==> src/rtl/orw_pkg.sv <==
// Shared constants, types and frame builders for the register channel
package orw_pkg;
	localparam int FRM_W = 16;
	typedef logic [FRM_W-1:0] orw_frame_t;

	// Frame layout: [15:12] command, [11:8] register index or address,
	// [15:8] data byte in a data frame, bit 4 byte position, bit 3 type
	localparam int TYPE_BIT = 3;
	localparam int POS_BIT  = 4;
	localparam int CMD_LSB  = 12;
	localparam int SUB_LSB  = 8;
	localparam logic TYPE_DATA = 1'b0;
	localparam logic TYPE_OP   = 1'b1;
	localparam logic POS_ODD   = 1'b1;

	localparam int REG_COUNT = 16;
	localparam logic [1:0] CONFIRM_CNT = 2'h3;

	localparam logic [3:0] OP_READ  = 4'h1;
	localparam logic [3:0] OP_WRITE = 4'h2;
	localparam logic [3:0] OP_NEXT  = 4'h3;
	localparam logic [3:0] OP_EOD   = 4'h4;
	localparam logic [3:0] OP_HOLD  = 4'h5;
	localparam logic [3:0] OP_RTN   = 4'h6;
	localparam logic [3:0] OP_UTC   = 4'h7;

	typedef enum logic [1:0] {M_NORMAL, M_READ, M_WRITE, M_UTC} orw_mode_e;
	typedef enum logic [2:0] {P_IDLE, P_CMD, P_BYTE, P_EOD, P_END} orw_phase_e;

	// Controller registers on APB
	localparam logic [7:0] A_CTRL   = 8'h00;
	localparam logic [7:0] A_WDATA  = 8'h04;
	localparam logic [7:0] A_RDATA  = 8'h08;
	localparam logic [7:0] A_STATUS = 8'h0C;
	localparam int CTRL_START = 0;
	localparam int CTRL_DIR   = 1;
	localparam int CTRL_RTN   = 2;
	localparam int CTRL_IDX   = 4;
	localparam int CTRL_NB    = 8;
	localparam int ST_BUSY    = 0;
	localparam int ST_DONE    = 1;
	localparam int ST_UTC     = 2;
	localparam int ST_EOD     = 3;
	localparam int ST_NB      = 4;

	function automatic orw_frame_t op_frame(logic [3:0] cmd, logic [3:0] sub,
		logic pos);
		orw_frame_t f;
		f = '0;
		f[CMD_LSB +: 4] = cmd;
		f[SUB_LSB +: 4] = sub;
		f[TYPE_BIT] = TYPE_OP;
		f[POS_BIT] = pos;
		return f;
	endfunction

	function automatic orw_frame_t data_frame(logic [7:0] b, logic pos);
		orw_frame_t f;
		f = '0;
		f[SUB_LSB +: 8] = b;
		f[TYPE_BIT] = TYPE_DATA;
		f[POS_BIT] = pos;
		return f;
	endfunction
endpackage

==> src/rtl/orw_link_if.sv <==
// Operations channel link between line-side master and remote unit
`timescale 1ns/1ps
interface orw_link_if;
	logic                 dn_valid;
	orw_pkg::orw_frame_t  dn_frame;
	logic                 up_valid;
	orw_pkg::orw_frame_t  up_frame;

	modport master (output dn_valid, output dn_frame,
		input up_valid, input up_frame);
	modport remote (input dn_valid, input dn_frame,
		output up_valid, output up_frame);
endinterface

==> src/rtl/orw_remote.sv <==
// Remote unit end: register read and write over the operations channel
// Behaviour
// RULE1: bit three zero means data, one opcode
// RULE2: bit four one odd byte, zero even
// RULE3: read opcode enters read mode, echoed
// RULE4: master then requests odd byte with opcode
// RULE5: echo request twice, data from third on
// RULE6: same data repeats while request repeats
// RULE7: each position toggle serves next byte
// RULE8: other confirmed message in read gives unable_to_comply
// RULE9: request past last byte answers end-of-data
// RULE10: master requests until all bytes or end-of-data
// RULE11: hold or return-to-normal ends read mode
// RULE12: write opcode enters write mode, echoed
// RULE13: master sends first byte as odd data
// RULE14: echo data, take byte on third copy
// RULE15: master toggles position per written byte
// RULE16: master closes write with end-of-data
// RULE17: commit only full count closed by end-of-data
// RULE18: bad count or close gives unable_to_comply
// RULE19: abort by hold/normal, else unable_to_comply
// RULE20: unable_to_comply reply replaces third and later echoes
// RULE21: leave unable_to_comply only on return-to-normal
// RULE22: return-to-normal clears latched conditions
// RULE23: opcodes carry a sixteen-register index
// RULE24: count identical consecutive frames, restart on change
//
// Decided for this implementation: the placing of the registers and the APB register port.
`timescale 1ns/1ps
module orw_remote #(
	parameter int         REG_BYTES = 2,
	parameter logic [3:0] OWN_ADDR  = 4'h1 // Arbitrary unit address
) (
	input  wire logic                    SYS_CLK,
	input  wire logic                    SYS_RST,
	orw_link_if.remote                   LNK,
	output logic                         REG_WR,
	output logic [3:0]                   REG_WR_IDX,
	output logic [REG_BYTES*8-1:0]       REG_WR_DATA,
	output logic                         LATCH_CLR,
	output orw_pkg::orw_mode_e           MODE
);
	localparam int PW = $clog2(REG_BYTES + 2);
	localparam logic [PW-1:0] NBYTES = PW'(REG_BYTES);
	localparam logic [PW-1:0] OVER   = PW'(REG_BYTES + 1);

	orw_pkg::orw_frame_t     rx;
	orw_pkg::orw_frame_t     last_frm;
	orw_pkg::orw_frame_t     reply;
	logic [1:0]              same_cnt;
	logic [1:0]              next_cnt;
	logic                    same;
	logic                    held;
	logic                    confirm;
	logic [3:0]              cmd;
	logic [3:0]              sub;
	logic                    is_op;
	logic                    pos;
	logic                    is_rtn;
	logic                    is_hold;
	orw_pkg::orw_mode_e      next_mode;
	logic                    rd_step;
	logic                    wr_take;
	logic                    commit;
	logic                    opening;
	logic [REG_BYTES*8-1:0]  store [orw_pkg::REG_COUNT];
	logic [REG_BYTES*8-1:0]  rd_word;
	logic [7:0]              rd_byte;
	logic [3:0]              reg_idx;
	logic [PW-1:0]           rd_ptr;
	logic [PW-1:0]           next_ptr;
	logic                    rd_started;
	logic                    served_pos;
	logic [REG_BYTES*8-1:0]  wr_buf;
	logic [PW-1:0]           wr_cnt;
	logic                    wr_started;
	logic                    wr_pos;

	assign rx      = LNK.dn_frame;
	assign cmd     = rx[orw_pkg::CMD_LSB +: 4];
	assign sub     = rx[orw_pkg::SUB_LSB +: 4];               // [RULE23]
	assign is_op   = rx[orw_pkg::TYPE_BIT] == orw_pkg::TYPE_OP; // [RULE1]
	assign pos     = rx[orw_pkg::POS_BIT];                     // [RULE2]
	assign is_rtn  = is_op && (cmd == orw_pkg::OP_RTN);
	assign is_hold = is_op && (cmd == orw_pkg::OP_HOLD);

	// Count saturates at three so that later copies keep the reply but
	// do not act a second time
	assign same     = (rx == last_frm) && (same_cnt != 2'h0);   // [RULE24]
	assign next_cnt = !same ? 2'h1 :
		(same_cnt == orw_pkg::CONFIRM_CNT) ? orw_pkg::CONFIRM_CNT :
		2'(same_cnt + 2'h1);
	assign held     = LNK.dn_valid && (next_cnt == orw_pkg::CONFIRM_CNT);
	assign confirm  = held && (same_cnt != orw_pkg::CONFIRM_CNT);

	always_ff @(posedge SYS_CLK or posedge SYS_RST) begin
		if (SYS_RST) begin
			last_frm <= '0;
			same_cnt <= 2'h0;
		end else if (LNK.dn_valid) begin
			last_frm <= rx;
			same_cnt <= next_cnt;                               // [RULE24]
		end
	end

	always_comb begin
		next_mode = MODE;
		rd_step = 1'b0;
		wr_take = 1'b0;
		commit = 1'b0;
		if (confirm) begin
			unique case (MODE)
				orw_pkg::M_NORMAL: begin
					if (is_op && cmd == orw_pkg::OP_READ)
						next_mode = orw_pkg::M_READ;              // [RULE3]
					else if (is_op && cmd == orw_pkg::OP_WRITE)
						next_mode = orw_pkg::M_WRITE;             // [RULE12]
					else if (!(is_rtn || is_hold))
						next_mode = orw_pkg::M_UTC;
				end
				orw_pkg::M_READ: begin
					if (is_op && cmd == orw_pkg::OP_NEXT)
						rd_step = 1'b1;
					else if (is_rtn || is_hold)
						next_mode = orw_pkg::M_NORMAL;            // [RULE11]
					else
						next_mode = orw_pkg::M_UTC;               // [RULE8]
				end
				orw_pkg::M_WRITE: begin
					if (!is_op) begin
						wr_take = 1'b1;                           // [RULE14]
					end else if (cmd == orw_pkg::OP_EOD && wr_cnt == NBYTES) begin
						commit = 1'b1;                            // [RULE17]
						next_mode = orw_pkg::M_NORMAL;
					end else if (is_rtn || is_hold) begin
						next_mode = orw_pkg::M_NORMAL;            // [RULE19]
					end else begin
						next_mode = orw_pkg::M_UTC;               // [RULE18] [RULE19]
					end
				end
				orw_pkg::M_UTC: begin
					if (is_rtn)
						next_mode = orw_pkg::M_NORMAL;            // [RULE21]
				end
			endcase
		end
	end

	assign opening = confirm && (MODE == orw_pkg::M_NORMAL) &&
		(next_mode != orw_pkg::M_NORMAL) && (next_mode != orw_pkg::M_UTC);

	always_ff @(posedge SYS_CLK or posedge SYS_RST) begin
		if (SYS_RST)
			MODE <= orw_pkg::M_NORMAL;
		else
			MODE <= next_mode;
	end

	// First request serves byte 0; a toggle steps on, a repeat of the
	// same position after a break serves the same byte again
	always_comb begin
		next_ptr = rd_ptr;
		if (rd_step) begin
			if (!rd_started)
				next_ptr = '0;
			else if (pos != served_pos && rd_ptr != NBYTES)
				next_ptr = PW'(rd_ptr + 1'b1);                 // [RULE7]
		end
	end

	always_ff @(posedge SYS_CLK or posedge SYS_RST) begin
		if (SYS_RST) begin
			reg_idx <= 4'h0;
			rd_ptr <= '0;
			rd_started <= 1'b0;
			served_pos <= 1'b0;
		end else if (opening) begin
			reg_idx <= sub;                                     // [RULE23]
			rd_ptr <= '0;
			rd_started <= 1'b0;
		end else if (rd_step) begin
			rd_ptr <= next_ptr;
			rd_started <= 1'b1;
			served_pos <= pos;
		end
	end

	assign rd_word = store[reg_idx];
	always_comb begin
		rd_byte = 8'h00;
		for (int i = 0; i < REG_BYTES; i++) begin
			if (next_ptr == PW'(i))
				rd_byte = rd_word[8*i +: 8];
		end
	end

	// Repeated copies of an already taken byte are ignored; overflow
	// is remembered so end-of-data can refuse the commit
	always_ff @(posedge SYS_CLK or posedge SYS_RST) begin
		if (SYS_RST) begin
			wr_buf <= '0;
			wr_cnt <= '0;
			wr_started <= 1'b0;
			wr_pos <= 1'b0;
		end else if (opening) begin
			wr_cnt <= '0;
			wr_started <= 1'b0;
		end else if (wr_take && (!wr_started || pos != wr_pos)) begin
			wr_started <= 1'b1;
			wr_pos <= pos;
			for (int i = 0; i < REG_BYTES; i++) begin
				if (wr_cnt == PW'(i))
					wr_buf[8*i +: 8] <= rx[orw_pkg::SUB_LSB +: 8]; // [RULE14]
			end
			if (wr_cnt != OVER)
				wr_cnt <= PW'(wr_cnt + 1'b1);                    // [RULE18]
		end
	end

	always_ff @(posedge SYS_CLK or posedge SYS_RST) begin
		if (SYS_RST) begin
			for (int r = 0; r < orw_pkg::REG_COUNT; r++)
				store[r] <= '0;
			REG_WR <= 1'b0;
			REG_WR_IDX <= 4'h0;
			REG_WR_DATA <= '0;
		end else begin
			REG_WR <= commit;
			if (commit) begin
				store[reg_idx] <= wr_buf;                         // [RULE17]
				REG_WR_IDX <= reg_idx;
				REG_WR_DATA <= wr_buf;
			end
		end
	end

	always_ff @(posedge SYS_CLK or posedge SYS_RST) begin
		if (SYS_RST)
			LATCH_CLR <= 1'b0;
		else
			LATCH_CLR <= confirm && is_rtn;                       // [RULE22]
	end

	always_comb begin
		reply = rx;                                             // [RULE3] [RULE12]
		if (held && next_mode == orw_pkg::M_UTC && !is_rtn) begin
			reply = orw_pkg::op_frame(orw_pkg::OP_UTC, OWN_ADDR, 1'b0); // [RULE20]
		end else if (held && next_mode == orw_pkg::M_READ && is_op &&
			cmd == orw_pkg::OP_NEXT) begin
			if (next_ptr < NBYTES)
				reply = orw_pkg::data_frame(rd_byte, pos);       // [RULE5] [RULE6]
			else
				reply = orw_pkg::op_frame(orw_pkg::OP_EOD, 4'h0, pos); // [RULE9]
		end
	end

	// Every frame gets its answer in the next cycle
	always_ff @(posedge SYS_CLK or posedge SYS_RST) begin
		if (SYS_RST) begin
			LNK.up_valid <= 1'b0;
			LNK.up_frame <= '0;
		end else begin
			LNK.up_valid <= LNK.dn_valid;
			if (LNK.dn_valid)
				LNK.up_frame <= reply;
		end
	end
endmodule

==> src/flat_wrapper.sv <==
// flat-port wrapper written by rule: the top's interface ports become plain ports
module orw_remote_flat 
#(
	parameter int         REG_BYTES = 2,
	parameter logic [3:0] OWN_ADDR  = 4'h1                          
)
  (SYS_CLK, SYS_RST, REG_WR, REG_WR_IDX, REG_WR_DATA, LATCH_CLR, MODE, LNK_dn_valid, LNK_dn_frame, LNK_up_valid, LNK_up_frame);
  orw_link_if LNK_i ();
  input  wire logic SYS_CLK;
  input  wire logic SYS_RST;
  output logic REG_WR;
  output logic [3:0] REG_WR_IDX;
  output logic [REG_BYTES*8-1:0] REG_WR_DATA;
  output logic LATCH_CLR;
  output orw_pkg::orw_mode_e MODE;
  input wire logic [$bits(LNK_i.dn_valid)-1:0] LNK_dn_valid;
  input wire logic [$bits(LNK_i.dn_frame)-1:0] LNK_dn_frame;
  output wire logic [$bits(LNK_i.up_valid)-1:0] LNK_up_valid;
  output wire logic [$bits(LNK_i.up_frame)-1:0] LNK_up_frame;
  assign LNK_i.dn_valid = LNK_dn_valid;
  assign LNK_i.dn_frame = LNK_dn_frame;
  assign LNK_up_valid = LNK_i.up_valid;
  assign LNK_up_frame = LNK_i.up_frame;
  orw_remote #(.REG_BYTES(REG_BYTES), .OWN_ADDR(OWN_ADDR)) u_core (.SYS_CLK(SYS_CLK), .SYS_RST(SYS_RST), .LNK(LNK_i), .REG_WR(REG_WR), .REG_WR_IDX(REG_WR_IDX), .REG_WR_DATA(REG_WR_DATA), .LATCH_CLR(LATCH_CLR), .MODE(MODE));
endmodule
==> config.mk <==
export PLATFORM = sky130hd
export DESIGN_NAME = orw_remote_flat
export DESIGN_NICKNAME = d
export VERILOG_FILES = /design/src/rtl/orw_pkg.sv /design/src/rtl/orw_link_if.sv /design/src/rtl/orw_remote.sv /design/src/flat_wrapper.sv
export SDC_FILE = /design/constraint.sdc
export NUM_CORES = 1
export LEC_CHECK = 0
export BUFFER_PORTS_ARGS = -buffer_cell sky130_fd_sc_hd__buf_2
export CORE_MARGIN = 3
export CORE_UTILIZATION = 58
export CTS_BUF_LIST = sky130_fd_sc_hd__clkbuf_8
export CTS_CLUSTER_DIAMETER = 30
export CTS_CLUSTER_SIZE = 25
export DETAILED_ROUTE_END_ITERATION = 10
export PLACE_DENSITY = 0.78
export SKIP_CTS_REPAIR_TIMING = 1
export SLEW_MARGIN = 30
export SYNTH_ARGS = -nofsm -noshare
export SYNTH_HDL_FRONTEND = slang
export SYNTH_SLANG_ARGS = --single-unit
==> constraint.sdc <==
create_clock -name SYS_CLK -period 11.7 [get_ports SYS_CLK]
set_clock_uncertainty 0.15 [all_clocks]
set_input_delay 2.925 -clock SYS_CLK [delete_from_list [all_inputs] [get_ports SYS_CLK]]
set_output_delay 2.925 -clock SYS_CLK [all_outputs]
set_load 0.005 [all_outputs]
# Yosys cells after proc, flatten, opt, wreduce, memory -nomap -nowiden
# Index checks and enable logic that the tools add are counted.
# word_totals
regBits	343
inputBits	19
out_inout_bits	41
elab_cells	148
# classes
add_sub_neg	3
magnitude_cmp	3
n_eq_ne	23
muxes	45
bitwise	2
n_reduce_logical	38
# op_table
op	count
$bwmux W256	1
$mux W16	6
$bmux W16 S4	1
$demux W16 S4	1
$mux W2	19
$logic_and A1 B1 Y1	21
$eq A16 B16 Y1	1
$mux W8	2
$mux W1	14
$eq A2 B2 Y1 const B	6
$eq A4 B3 Y1 const B	3
$reduce_bool A2 Y1	5
$eq A2 B1 Y1 const B	4
$eq A4 B2 Y1 const B	2
$ne A2 B2 Y1 const B	4
$pmux W2 S4	1
$add A2 B1 Y2 const B	3
$logic_not A2 Y1	3
$reduce_and A2 Y1	3
$reduce_and A3 Y1	2
$ge A5 B5 Y1 const B	1
$lt A5 B1 Y1 const B	1
$not A4 Y5	1
$eq A4 B1 Y1 const B	1
5 further kinds	8

# Longest topological paths before layout
# Gate-level depths: netlist of the first run.
# logic_depth
ltp_word	14
ltp_mapped	12
ltp_nobuf	9

# Worst setup path before layout of the first run
# No wires, ideal clock.
# synth_path
kind	input-to-reg
start	input LNK_dn_frame[15]
end	register u_core.store[176] (netlist bit)
setup_time_ps	125
arrival_time_ps	5566
t_required_ps	11425
path_slack_ps	5859
stages	12
path_buffers	5
path_cell_list	buf_6 xnor2_2 nand4_2 or2_1 or4_1 buf_2 or3b_1 buf_2 or3_1 buf_2 buf_6 mux2_4
# synth_between
elab_chain_len	7
word_cells_on_any_way	12
classes_between	eq/ne (3); mux (5); reduce/logical (4)
# synth_rtl
item	line	text
from (decl)	flat_wrapper.sv:17	input wire logic [$bits(LNK_i.dn_frame)-1:0] LNK_dn_frame;
$eq A16 B16 Y1	orw_remote.sv:89	assign same = (rx == last_frm) && (same_cnt != 2'h0);
$logic_and A1 B1 Y1	orw_remote.sv:89	
$mux W2	orw_remote.sv:90	assign next_cnt = !same ? 2'h1 :
$eq A2 B2 Y1	orw_remote.sv:93	assign held = LNK.dn_valid && (next_cnt == orw_pkg::CONFIRM_CNT);
$logic_and A1 B1 Y1	orw_remote.sv:93	
$logic_and A1 B1 Y1	orw_remote.sv:94	assign confirm = held && (same_cnt != orw_pkg::CONFIRM_CNT);
$mux W1 (*)	orw_remote.sv:111	if (confirm) begin
to (signal, indexed assignment)	orw_remote.sv:230	store[reg_idx] <= wr_buf;
to (decl)	orw_remote.sv:66	logic [REG_BYTES*8-1:0] store [orw_pkg::REG_COUNT];
# Every way passes the cells marked *; elsewhere a longest branch is shown, timed or not.
# A chain may end at the register's enable or synchronous reset.

# Worst setup path after layout of the first run
# layout_path
start	input LNK_dn_frame[14]
end	register u_core.store[133] (netlist bit)
# Same word-level chain as after synthesis.

==> results.txt, run 1 <==
----------------------------------------------------
[Synth]
  Count of flip-flops with a built-in enable after synthesis ... 0
  Number of cells produced by synthesis ... 1084
  Predominant post-synthesis flop cell ... sky130_fd_sc_hd__dfrtp_1
  Synth top area share ... 54.1%
  Most area-consuming cells after synthesis ... sky130_fd_sc_hd__dfrtp_1 54%, sky130_fd_sc_hd__mux2_2 20%, sky130_fd_sc_hd__mux4_2 11%, sky130_fd_sc_hd__mux2_4 1.9%, sky130_fd_sc_hd__nand2_1 1.9%
  Nets in the synthesized netlist ... 1108
  Cell accounting for the most synthesized area ... sky130_fd_sc_hd__dfrtp_1
  Area of the mapped netlist ... 0.0159 mm²
  Post-synthesis sequential area ratio ... 54.1%
  Number of warning messages in the yosys log ... 0
  Number of flip-flops and latches in the synthesized netlist ... 343
  Post-synth ARST share ... 100%
  Average cell area after synthesis ... 14.6 µm²
  Unique cell type count in the Yosys netlist ... 70

[Floorplan]
  Starting utilization of the core area ... 59.9%
  Ports ... 60
  Die outline height ... 171 µm
  Row count ... 59
  Horizontal die dimension ... 171 µm
  Area of the die ... 0.0294 mm²
  Placeable core area ... 0.0265 mm²

[Power]
  Combinational cell fraction of total power ... 3.0%
  Net switching power figure ... 0.584 mW
  Switching share of power ... 22.5%
  Leakage dissipation ... 8.62 nW
  Power per cell area ... 144 mW/mm²
  Power share of the sequential group ... 46.5%
  Internal power summed over all cells ... 2.01 mW
  Worst supply voltage drop on vdd ... 0.0785 mV
  Fraction of power consumed by the clock network ... 50.5%

[Placed design]
  Sum of net half-perimeters after detailed placement ... 22.5 mm
  # port buffers ... 59
  Cells after DPL ... 1416
  Final estimated routing congestion in global placement ... 0.886

[Clock tree]
  Source-to-sink clock delay at the later pin of the worst-skew pair ... 0.58 ns
  CTS sink count ... 343
  H-tree depth reported by CTS ... 3
  Maximum buffer depth of the clock tree ... 3
  TritonCTS clock tree ... built
  Number of buffers created by CTS ... 66
  Clock transition at the register clock pins on the worst setup and hold paths after CTS ... 0.06 ns
  Root Buffer ... sky130_fd_sc_hd__clkbuf_8

[Drt]
  Final wirelength ... 37.0 mm
  Count of TritonRoute iterations in the first routing pass ... 5
  Vias post-DR ... 9582
  Initial DRC Count ... 748
  Via-per-instance ratio ... 6.23
  Post-detailed-route count of antenna-violating nets ... 0
  Count of unresolved DRC violations after routing ... 0
  Routed wire length per instance ... 24.0 µm

[Timing]
  Tcrit/Tclk final ... 53.8%
  Final hold slack ... 0.312 ns
  Slew Viols, Final ... 0
  Shortest clock period the worst path allows after layout ... 6.30 ns
  F_max ... 0.159 GHz
  Final hold violation count ... 0
  Relative slew slack ... 33.7%
  RSZ-0062 raised after global routing ... no
  Sum of negative setup slack ... 0 ns
  Total setup violations reported at the end of the flow ... 0
  Measured slew at the worst slew-check pin ... 0.993 ns

[Worst setup path]
  Required arrival time at the worst endpoint ... 11.98 ns
  Chain of cells forming the critical path ... buf_2 > xnor2_1 > nand4_2 > or2_1 > or4_1 > buf_4 > or3b_1 > nor2_2 > buf_4 > mux2_2
  Worst EP arrival ... 6.58 ns
  Worst setup EP type ... flip-flop
  Delay of the slowest critical-path stage ... 0.58 ns
  Top fanout value on the critical path ... 27
  Slowest CP cell ... sky130_fd_sc_hd__or4_1
  Kind of critical path ... in2reg
  CP most frequent cell ... sky130_fd_sc_hd__buf_4
  CP Launch Type ... input port

[Finish]
  Highest-count cells in the layout ignoring fill and taps ... 341 x sky130_fd_sc_hd__dfrtp_1, 275 x sky130_fd_sc_hd__mux2_2, 80 x sky130_fd_sc_hd__mux4_2, 78 x sky130_fd_sc_hd__nand2_1, 76 x sky130_fd_sc_hd__clkbuf_8
  Filler cell count in the final layout ... 1808
  Final Instance Count excl. Fillers ... 1537
  Antenna diodes ... 0
  Fraction of layout cells with a size suffix above 1 ... 48.9%
  Post-route core utilization ... 67.8%
  Layout Nets ... 1174
  Synth-to-layout area growth ... 13.3%
  Most common cell after layout, fill and taps aside ... sky130_fd_sc_hd__dfrtp_1

[Global routing]
  Global-route usage over all layers ... 26.2%
  Vias in the first global route ... 10100
  Largest net degree at the start of global routing ... 192
  Total overflow reported by the global router ... 0
  Global-route wire length before repair ... 58.5 mm
  Number of antenna violations at the first check in global routing ... 0

[Outcome]
  Outcome ... finished clean

[Run]
  Count of max-cap constraint violations ... 0

[Worst hold path]
  Type of the most critical hold path ... reg2reg

----------------------------------------------------
power groups by stage:
stage	Clock [mW]	Sequential (mW)	Combinational, mW
global route	1.39	1.21	0.0868
detailed placement	0	1.23	0.0773
global placement	0	1.23	0.0755
finish	1.31	1.21	0.0771
CTS	1.33	1.20	0.0775
floorplan	0	1.23	0.0497
critical path: cells and delay by family:
family | cells | cell delay (ns)
AND/OR/NAND/NOR | 5 | 2.22
buffers and inverters | 3 | 0.89
multiplexers | 1 | 0.36
XOR/XNOR | 1 | 0.17
final timing paths:
path / start / endpoint / slack [ns] / cells past startpoint
worst max register to register: u_core.same_cnt[0]$_DFFE_PP0P_ / u_core.store[133]$_DFFE_PP0P_ / 7.61 / 9
worst max-delay path: LNK_dn_frame[14] / u_core.store[133]$_DFFE_PP0P_ / 5.40 / 10
worst min register to register: u_core.REG_WR_IDX[1]$_DFFE_PP0P_ / u_core.REG_WR_IDX[1]$_DFFE_PP0P_ / 0.31 / 2
min in group asynchronous: SYS_RST / u_core.store[234]$_DFFE_PP0P_ / 2.35 / 3
worst min-delay path: u_core.REG_WR_IDX[1]$_DFFE_PP0P_ / u_core.REG_WR_IDX[1]$_DFFE_PP0P_ / 0.31 / 2
max in group asynchronous: SYS_RST / u_core.store[80]$_DFFE_PP0P_ / 7.86 / 5
metal layers:
| metal | vias to the layer above | track usage, % | routed length [µm] | part of all wire [%] |
|---|---|---|---|---|
| met4 | 0 | 8.85 | 981 | 2.7 |
| met5 | - | 0 | 0 | 0 |
| met2 | 308 | 41.5 | 17600 | 47 |
| li1 | 4148 | - | - | - |
| met3 | 70 | 5.38 | 2320 | 6.3 |
| met1 | 5056 | 36.9 | 16100 | 44 |
layout make-up:
class | instances | area [µm²] | share of cell area (%)
well taps | 335 | 419 | 2.33
repair buffers | 79 | 494 | 2.75
multi-input cells | 646 | 6930 | 38.5
clock buffers | 76 | 1050 | 5.82
inverters | 14 | 56.3 | 0.313
flip-flops and latches | 343 | 8590 | 47.8
clock inverters | 44 | 444 | 2.47
stage by stage:
step                      instance area [µm²]  power (mW)  worst slack (ns)
after global placement                  16400        1.30              4.92
final                                   18000        2.59              5.40
after floorplan                         15900        1.28              4.04
after detailed placement                16400        1.30              4.88
after global routing                    18000        2.68              5.32
after CTS                               17900        2.62              5.45
kinds of logic after synthesis:
family / synth area share (%)
multiplexers: 32.9
flip-flops: 54.1
AND/OR/NAND/NOR: 5.73
buffers and inverters: 2.53
AO/OA/AOI/OAI: 3.13
XOR/XNOR: 1.21
adder cells (fa/ha/maj): 0.394
synth_stat cells, types with 6 or more instances:
cell                       number
sky130_fd_sc_hd__a21oi_1        7
sky130_fd_sc_hd__a31oi_1        6
sky130_fd_sc_hd__a32o_1         6
sky130_fd_sc_hd__buf_1         11
sky130_fd_sc_hd__buf_2         18
sky130_fd_sc_hd__clkbuf_1      49
sky130_fd_sc_hd__dfrtp_1      343
sky130_fd_sc_hd__inv_1         13
sky130_fd_sc_hd__mux2_2       275
sky130_fd_sc_hd__mux2_4        20
sky130_fd_sc_hd__mux4_2        80
sky130_fd_sc_hd__nand2_1       79
sky130_fd_sc_hd__nand3_1        7
sky130_fd_sc_hd__nor2_1        24
sky130_fd_sc_hd__nor2_2         6
sky130_fd_sc_hd__nor2b_1        6
sky130_fd_sc_hd__nor3_1         8
sky130_fd_sc_hd__nor4_1         8
sky130_fd_sc_hd__xnor2_1       15
sequential cells by signal, summed over array words and instances, names as in the netlist, 2 cells and up:
register             cells
u_core.store           256
u_core.LNK.up_frame     16
u_core.REG_WR_DATA      16
u_core.last_frm         16
u_core.wr_buf           16
u_core.REG_WR_IDX        4
u_core.reg_idx           4
u_core.MODE              2
u_core.rd_ptr            2
u_core.same_cnt          2
u_core.wr_cnt            2
No activity file was read; power rests on OpenSTA's default activity.
==> run 2, diff against run 1 <==
--- a/config.mk
+++ b/config.mk
@@ -7,12 +7,12 @@
 export LEC_CHECK = 0
 export BUFFER_PORTS_ARGS = -buffer_cell sky130_fd_sc_hd__buf_2
 export CORE_MARGIN = 3
-export CORE_UTILIZATION = 58
+export CORE_UTILIZATION = 64
 export CTS_BUF_LIST = sky130_fd_sc_hd__clkbuf_8
 export CTS_CLUSTER_DIAMETER = 30
 export CTS_CLUSTER_SIZE = 25
 export DETAILED_ROUTE_END_ITERATION = 10
-export PLACE_DENSITY = 0.78
+export PLACE_DENSITY = 0.82
 export SKIP_CTS_REPAIR_TIMING = 1
 export SLEW_MARGIN = 30
 export SYNTH_ARGS = -nofsm -noshare
==> constraint.sdc (replaced) <==
create_clock -name SYS_CLK -period 6.03 [get_ports SYS_CLK]
set_clock_uncertainty 0.15 [all_clocks]
set_input_delay 1.5075 -clock SYS_CLK [delete_from_list [all_inputs] [get_ports SYS_CLK]]
set_output_delay 1.5075 -clock SYS_CLK [all_outputs]
set_load 0.005 [all_outputs]
==> run 2 against run 1 <==
  * Hold slack improved by 0.0025 ns
  * Critical path depth shrank 2
  * Power increased by 86%
  * Largest power group unchanged
  * Via count increased by 1.7%
  * Global-route usage increased by 1.6 points
  * Register-to-register slack lost 5.5 ns
  * Clock-buffer cell count decreased by 10
  * Die area fell by 9.1%
  * Flip-flop and latch count unchanged
  * Clock power is 79% higher
==> results.txt, run 2 (synthesized netlist as in run 1, its figures left out) <==
----------------------------------------------------
[Timing]
  Shortest clock period the worst path allows after layout ... 4.69 ns
  Sum of negative setup slack ... 0 ns (unchanged)
  F_max ... 0.213 GHz
  Tcrit/Tclk final ... 77.8%
  Measured slew at the worst slew-check pin ... 0.949 ns (-0.0442 ns)
  Final hold violation count ... 0 (unchanged)
  Slew Viols, Final ... 0 (unchanged)
  Total setup violations reported at the end of the flow ... 0 (unchanged)
  Least setup slack across all paths after layout ... 1.34 ns (-4.06 ns)
  Final hold slack ... 0.314 ns (+0.00246 ns)
  RSZ-0062 raised after global routing ... no
  Relative slew slack ... 36.5% (+2.8 points)

[Placed design]
  Post-Place Cell Area ... 0.0165 mm² (+0.21%)
  Final estimated routing congestion in global placement ... 0.954 (+7.8%)
  Sum of net half-perimeters after detailed placement ... 22.7 mm (+0.80%)
  Post-place setup slack ... 0.804 ns (-4.08 ns)
  # port buffers ... 59 (unchanged)

[Worst setup path]
  Delay of the slowest critical-path stage ... 0.81 ns (+0.23 ns)
  Worst Reg-to-Reg Cells ... 7 (-2)
  Reg2reg setup slack ... 2.08 ns (-5.53 ns)
  Required arrival time at the worst endpoint ... 6.36 ns (-5.62 ns)
  Slowest CP cell ... sky130_fd_sc_hd__or4_1
  CP Launch Type ... input port
  Top fanout value on the critical path ... 16 (-41%)
  Kind of critical path ... in2reg
  Worst EP arrival ... 5.02 ns (-1.56 ns)
  Start of the worst register-to-register path ... u_core.last_frm[1]$_DFFE_PP0P_
  Capture point of the worst reg-to-reg path ... u_core.store[182]$_DFFE_PP0P_
  Chain of cells forming the critical path ... buf_2 > xnor2_1 > nand3_1 > or2_1 > or4_1 > or3b_1 > or3_1 > mux2_4
  Worst setup EP type ... flip-flop

[Finish]
  Layout Nets ... 1172 (-0.17%)
  Number of flip-flops under the largest register name ... 256 (unchanged)
  Highest-count cells in the layout ignoring fill and taps ... 341 x sky130_fd_sc_hd__dfrtp_1, 275 x sky130_fd_sc_hd__mux2_2, 80 x sky130_fd_sc_hd__mux4_2, 79 x sky130_fd_sc_hd__nand2_1, 66 x sky130_fd_sc_hd__clkbuf_8
  Area occupied by registers ... 0.00859 mm² (unchanged)
  Filler cell count in the final layout ... 1481 (-18%)
  Antenna diodes ... 0 (unchanged)
  Most common cell after layout, fill and taps aside ... sky130_fd_sc_hd__dfrtp_1
  Area occupied by multi-input gates ... 0.00691 mm² (-0.27%)
  Synth-to-layout area growth ... 12.4%
  Post-route core utilization ... 74.6% (+6.8 points)
  Fin area ... 0.0178 mm² (-0.79%)
  Fraction of layout cells with a size suffix above 1 ... 49.1% (+0.16 points)
  Register name with the most flops ... u_core.store

[Floorplan]
  Die outline height ... 163 µm (-4.6%)
  Ports ... 60 (unchanged)
  Area of the die ... 0.0267 mm² (-9.1%)
  Placeable core area ... 0.0239 mm² (-9.8%)
  Horizontal die dimension ... 163 µm (-4.6%)
  Starting utilization of the core area ... 66.4% (+6.5 points)
  Row count ... 56 (-5.1%)

[Worst hold path]
  Type of the most critical hold path ... reg2reg
  Hold worst-path end ... u_core.REG_WR_IDX[3]$_DFFE_PP0P_
  Startpoint of the most critical hold path ... u_core.REG_WR_IDX[3]$_DFFE_PP0P_
  Hold Crit Depth ... 2 (unchanged)

[Drt]
  Count of unresolved DRC violations after routing ... 0 (unchanged)
  Count of TritonRoute iterations in the first routing pass ... 5 (unchanged)
  Initial DRC Count ... 789 (+5.5%)
  Routed wire length per instance ... 23.7 µm (-1.6%)
  Vias post-DR ... 9748 (+1.7%)
  Final wirelength ... 35.8 mm (-3.1%)
  Via-per-instance ratio ... 6.44 (+3.3%)
  Post-detailed-route count of antenna-violating nets ... 0 (unchanged)

[Global routing]
  Met2 usage in global routing ... 43.6% (+2.1 points)
  Met1 track utilization from global routing ... 39.7% (+2.8 points)
  Global-route usage over all layers ... 27.8% (+1.6 points)
  Global routing usage on met3 ... 5.63% (+0.25 points)
  Number of antenna violations at the first check in global routing ... 0 (unchanged)
  Total overflow reported by the global router ... 0 (unchanged)
  Global-route wire length before repair ... 57.1 mm (-2.4%)
  Largest net degree at the start of global routing ... 161 (-16%)
  Global routing's busiest layer ... met2
  Vias in the first global route ... 10100 (+0.049%)

[Clock tree]
  Source-to-sink clock delay at the later pin of the worst-skew pair ... 0.61 ns (+0.03 ns)
  Maximum buffer depth of the clock tree ... 3 (unchanged)
  TritonCTS clock tree ... built
  Number of buffers created by CTS ... 57 (-14%)
  Root Buffer ... sky130_fd_sc_hd__clkbuf_8
  H-tree depth reported by CTS ... 2 (-1)
  Clock transition at the register clock pins on the worst setup and hold paths after CTS ... 0.07 ns (about the same)
  CTS sink count ... 343 (unchanged)

[Power]
  Leakage dissipation ... 8.54 nW (-0.83%)
  Worst supply voltage drop on vdd ... 0.194 mV (+150%)
  Power per cell area ... 271 mW/mm² (+88%)

[Outcome]
  Outcome ... finished clean

[Run]
  Count of max-cap constraint violations ... 0 (unchanged)

----------------------------------------------------
## run 2: cell types whose count changed in the layout (fill, tap and decap cells not counted), moves of 2 or more
cell	change
sky130_fd_sc_hd__nor2_4	-3
sky130_fd_sc_hd__clkinv_4	-2
sky130_fd_sc_hd__clkbuf_8	-10
sky130_fd_sc_hd__nor2_2	+3
sky130_fd_sc_hd__inv_6	+4
sky130_fd_sc_hd__inv_1	-8
sky130_fd_sc_hd__buf_4	+7
## run 2: per-layer routing
metal	part of all wire, %	vias up
li1	-	4153
met1	43	5162
met2	47	354
met3	6.9	79
met4	2.8	0
met5	0	-
## run 2: cell type report
type                       instances  share of cell area, %
inverter                          14                  0.316
clock inverter                    39                   2.34
multi-input combinational        646                   38.7
timing repair buffer              86                   3.12
tap                              319                   2.24
sequential                       343                   48.2
clock buffer                      66                   5.09
## run 2: where the power goes
| group | internal [mW] | switching (mW) |
|---|---|---|
| Sequential | 2.32 | 0.0147 |
| Clock | 1.33 | 1.02 |
| Combinational | 0.0507 | 0.0941 |
| Total | 3.70 | 1.12 |
## run 2: worst max path at each step
stage,from,endpoint
6_report,LNK_dn_frame[3],u_core.store[182]$_DFFE_PP0P_
5_1_grt,LNK_dn_frame[9],u_core.LNK.up_frame[10]$_DFFE_PP0P_
4_1_cts,LNK_dn_frame[3],u_core.store[182]$_DFFE_PP0P_
3_5_place_dp,LNK_dn_frame[3],u_core.store[183]$_DFFE_PP0P_
3_3_place_gp,LNK_dn_frame[3],u_core.store[178]$_DFFE_PP0P_
2_1_floorplan,SYS_RST,u_core.LATCH_CLR$_DFF_PP0_
## run 2: worst max-delay path, delay by kind of cell
family	cells	cell delay, ns
simple gates	5	2.69
buf+inv	1	0.22
xor+xnor	1	0.15
mux	1	0.43
## run 2: per-stage QoR
| stage | cells | power (mW) |
|---|---|---|
| 6_report | 1513 | 4.83 |
| 3_5_place_dp | 1407 | 2.53 |
| 5_1_grt | 1513 | 4.98 |
| 3_3_place_gp | 1407 | 2.52 |
| 2_1_floorplan | 1084 | 2.48 |
| 4_1_cts | 1512 | 4.86 |
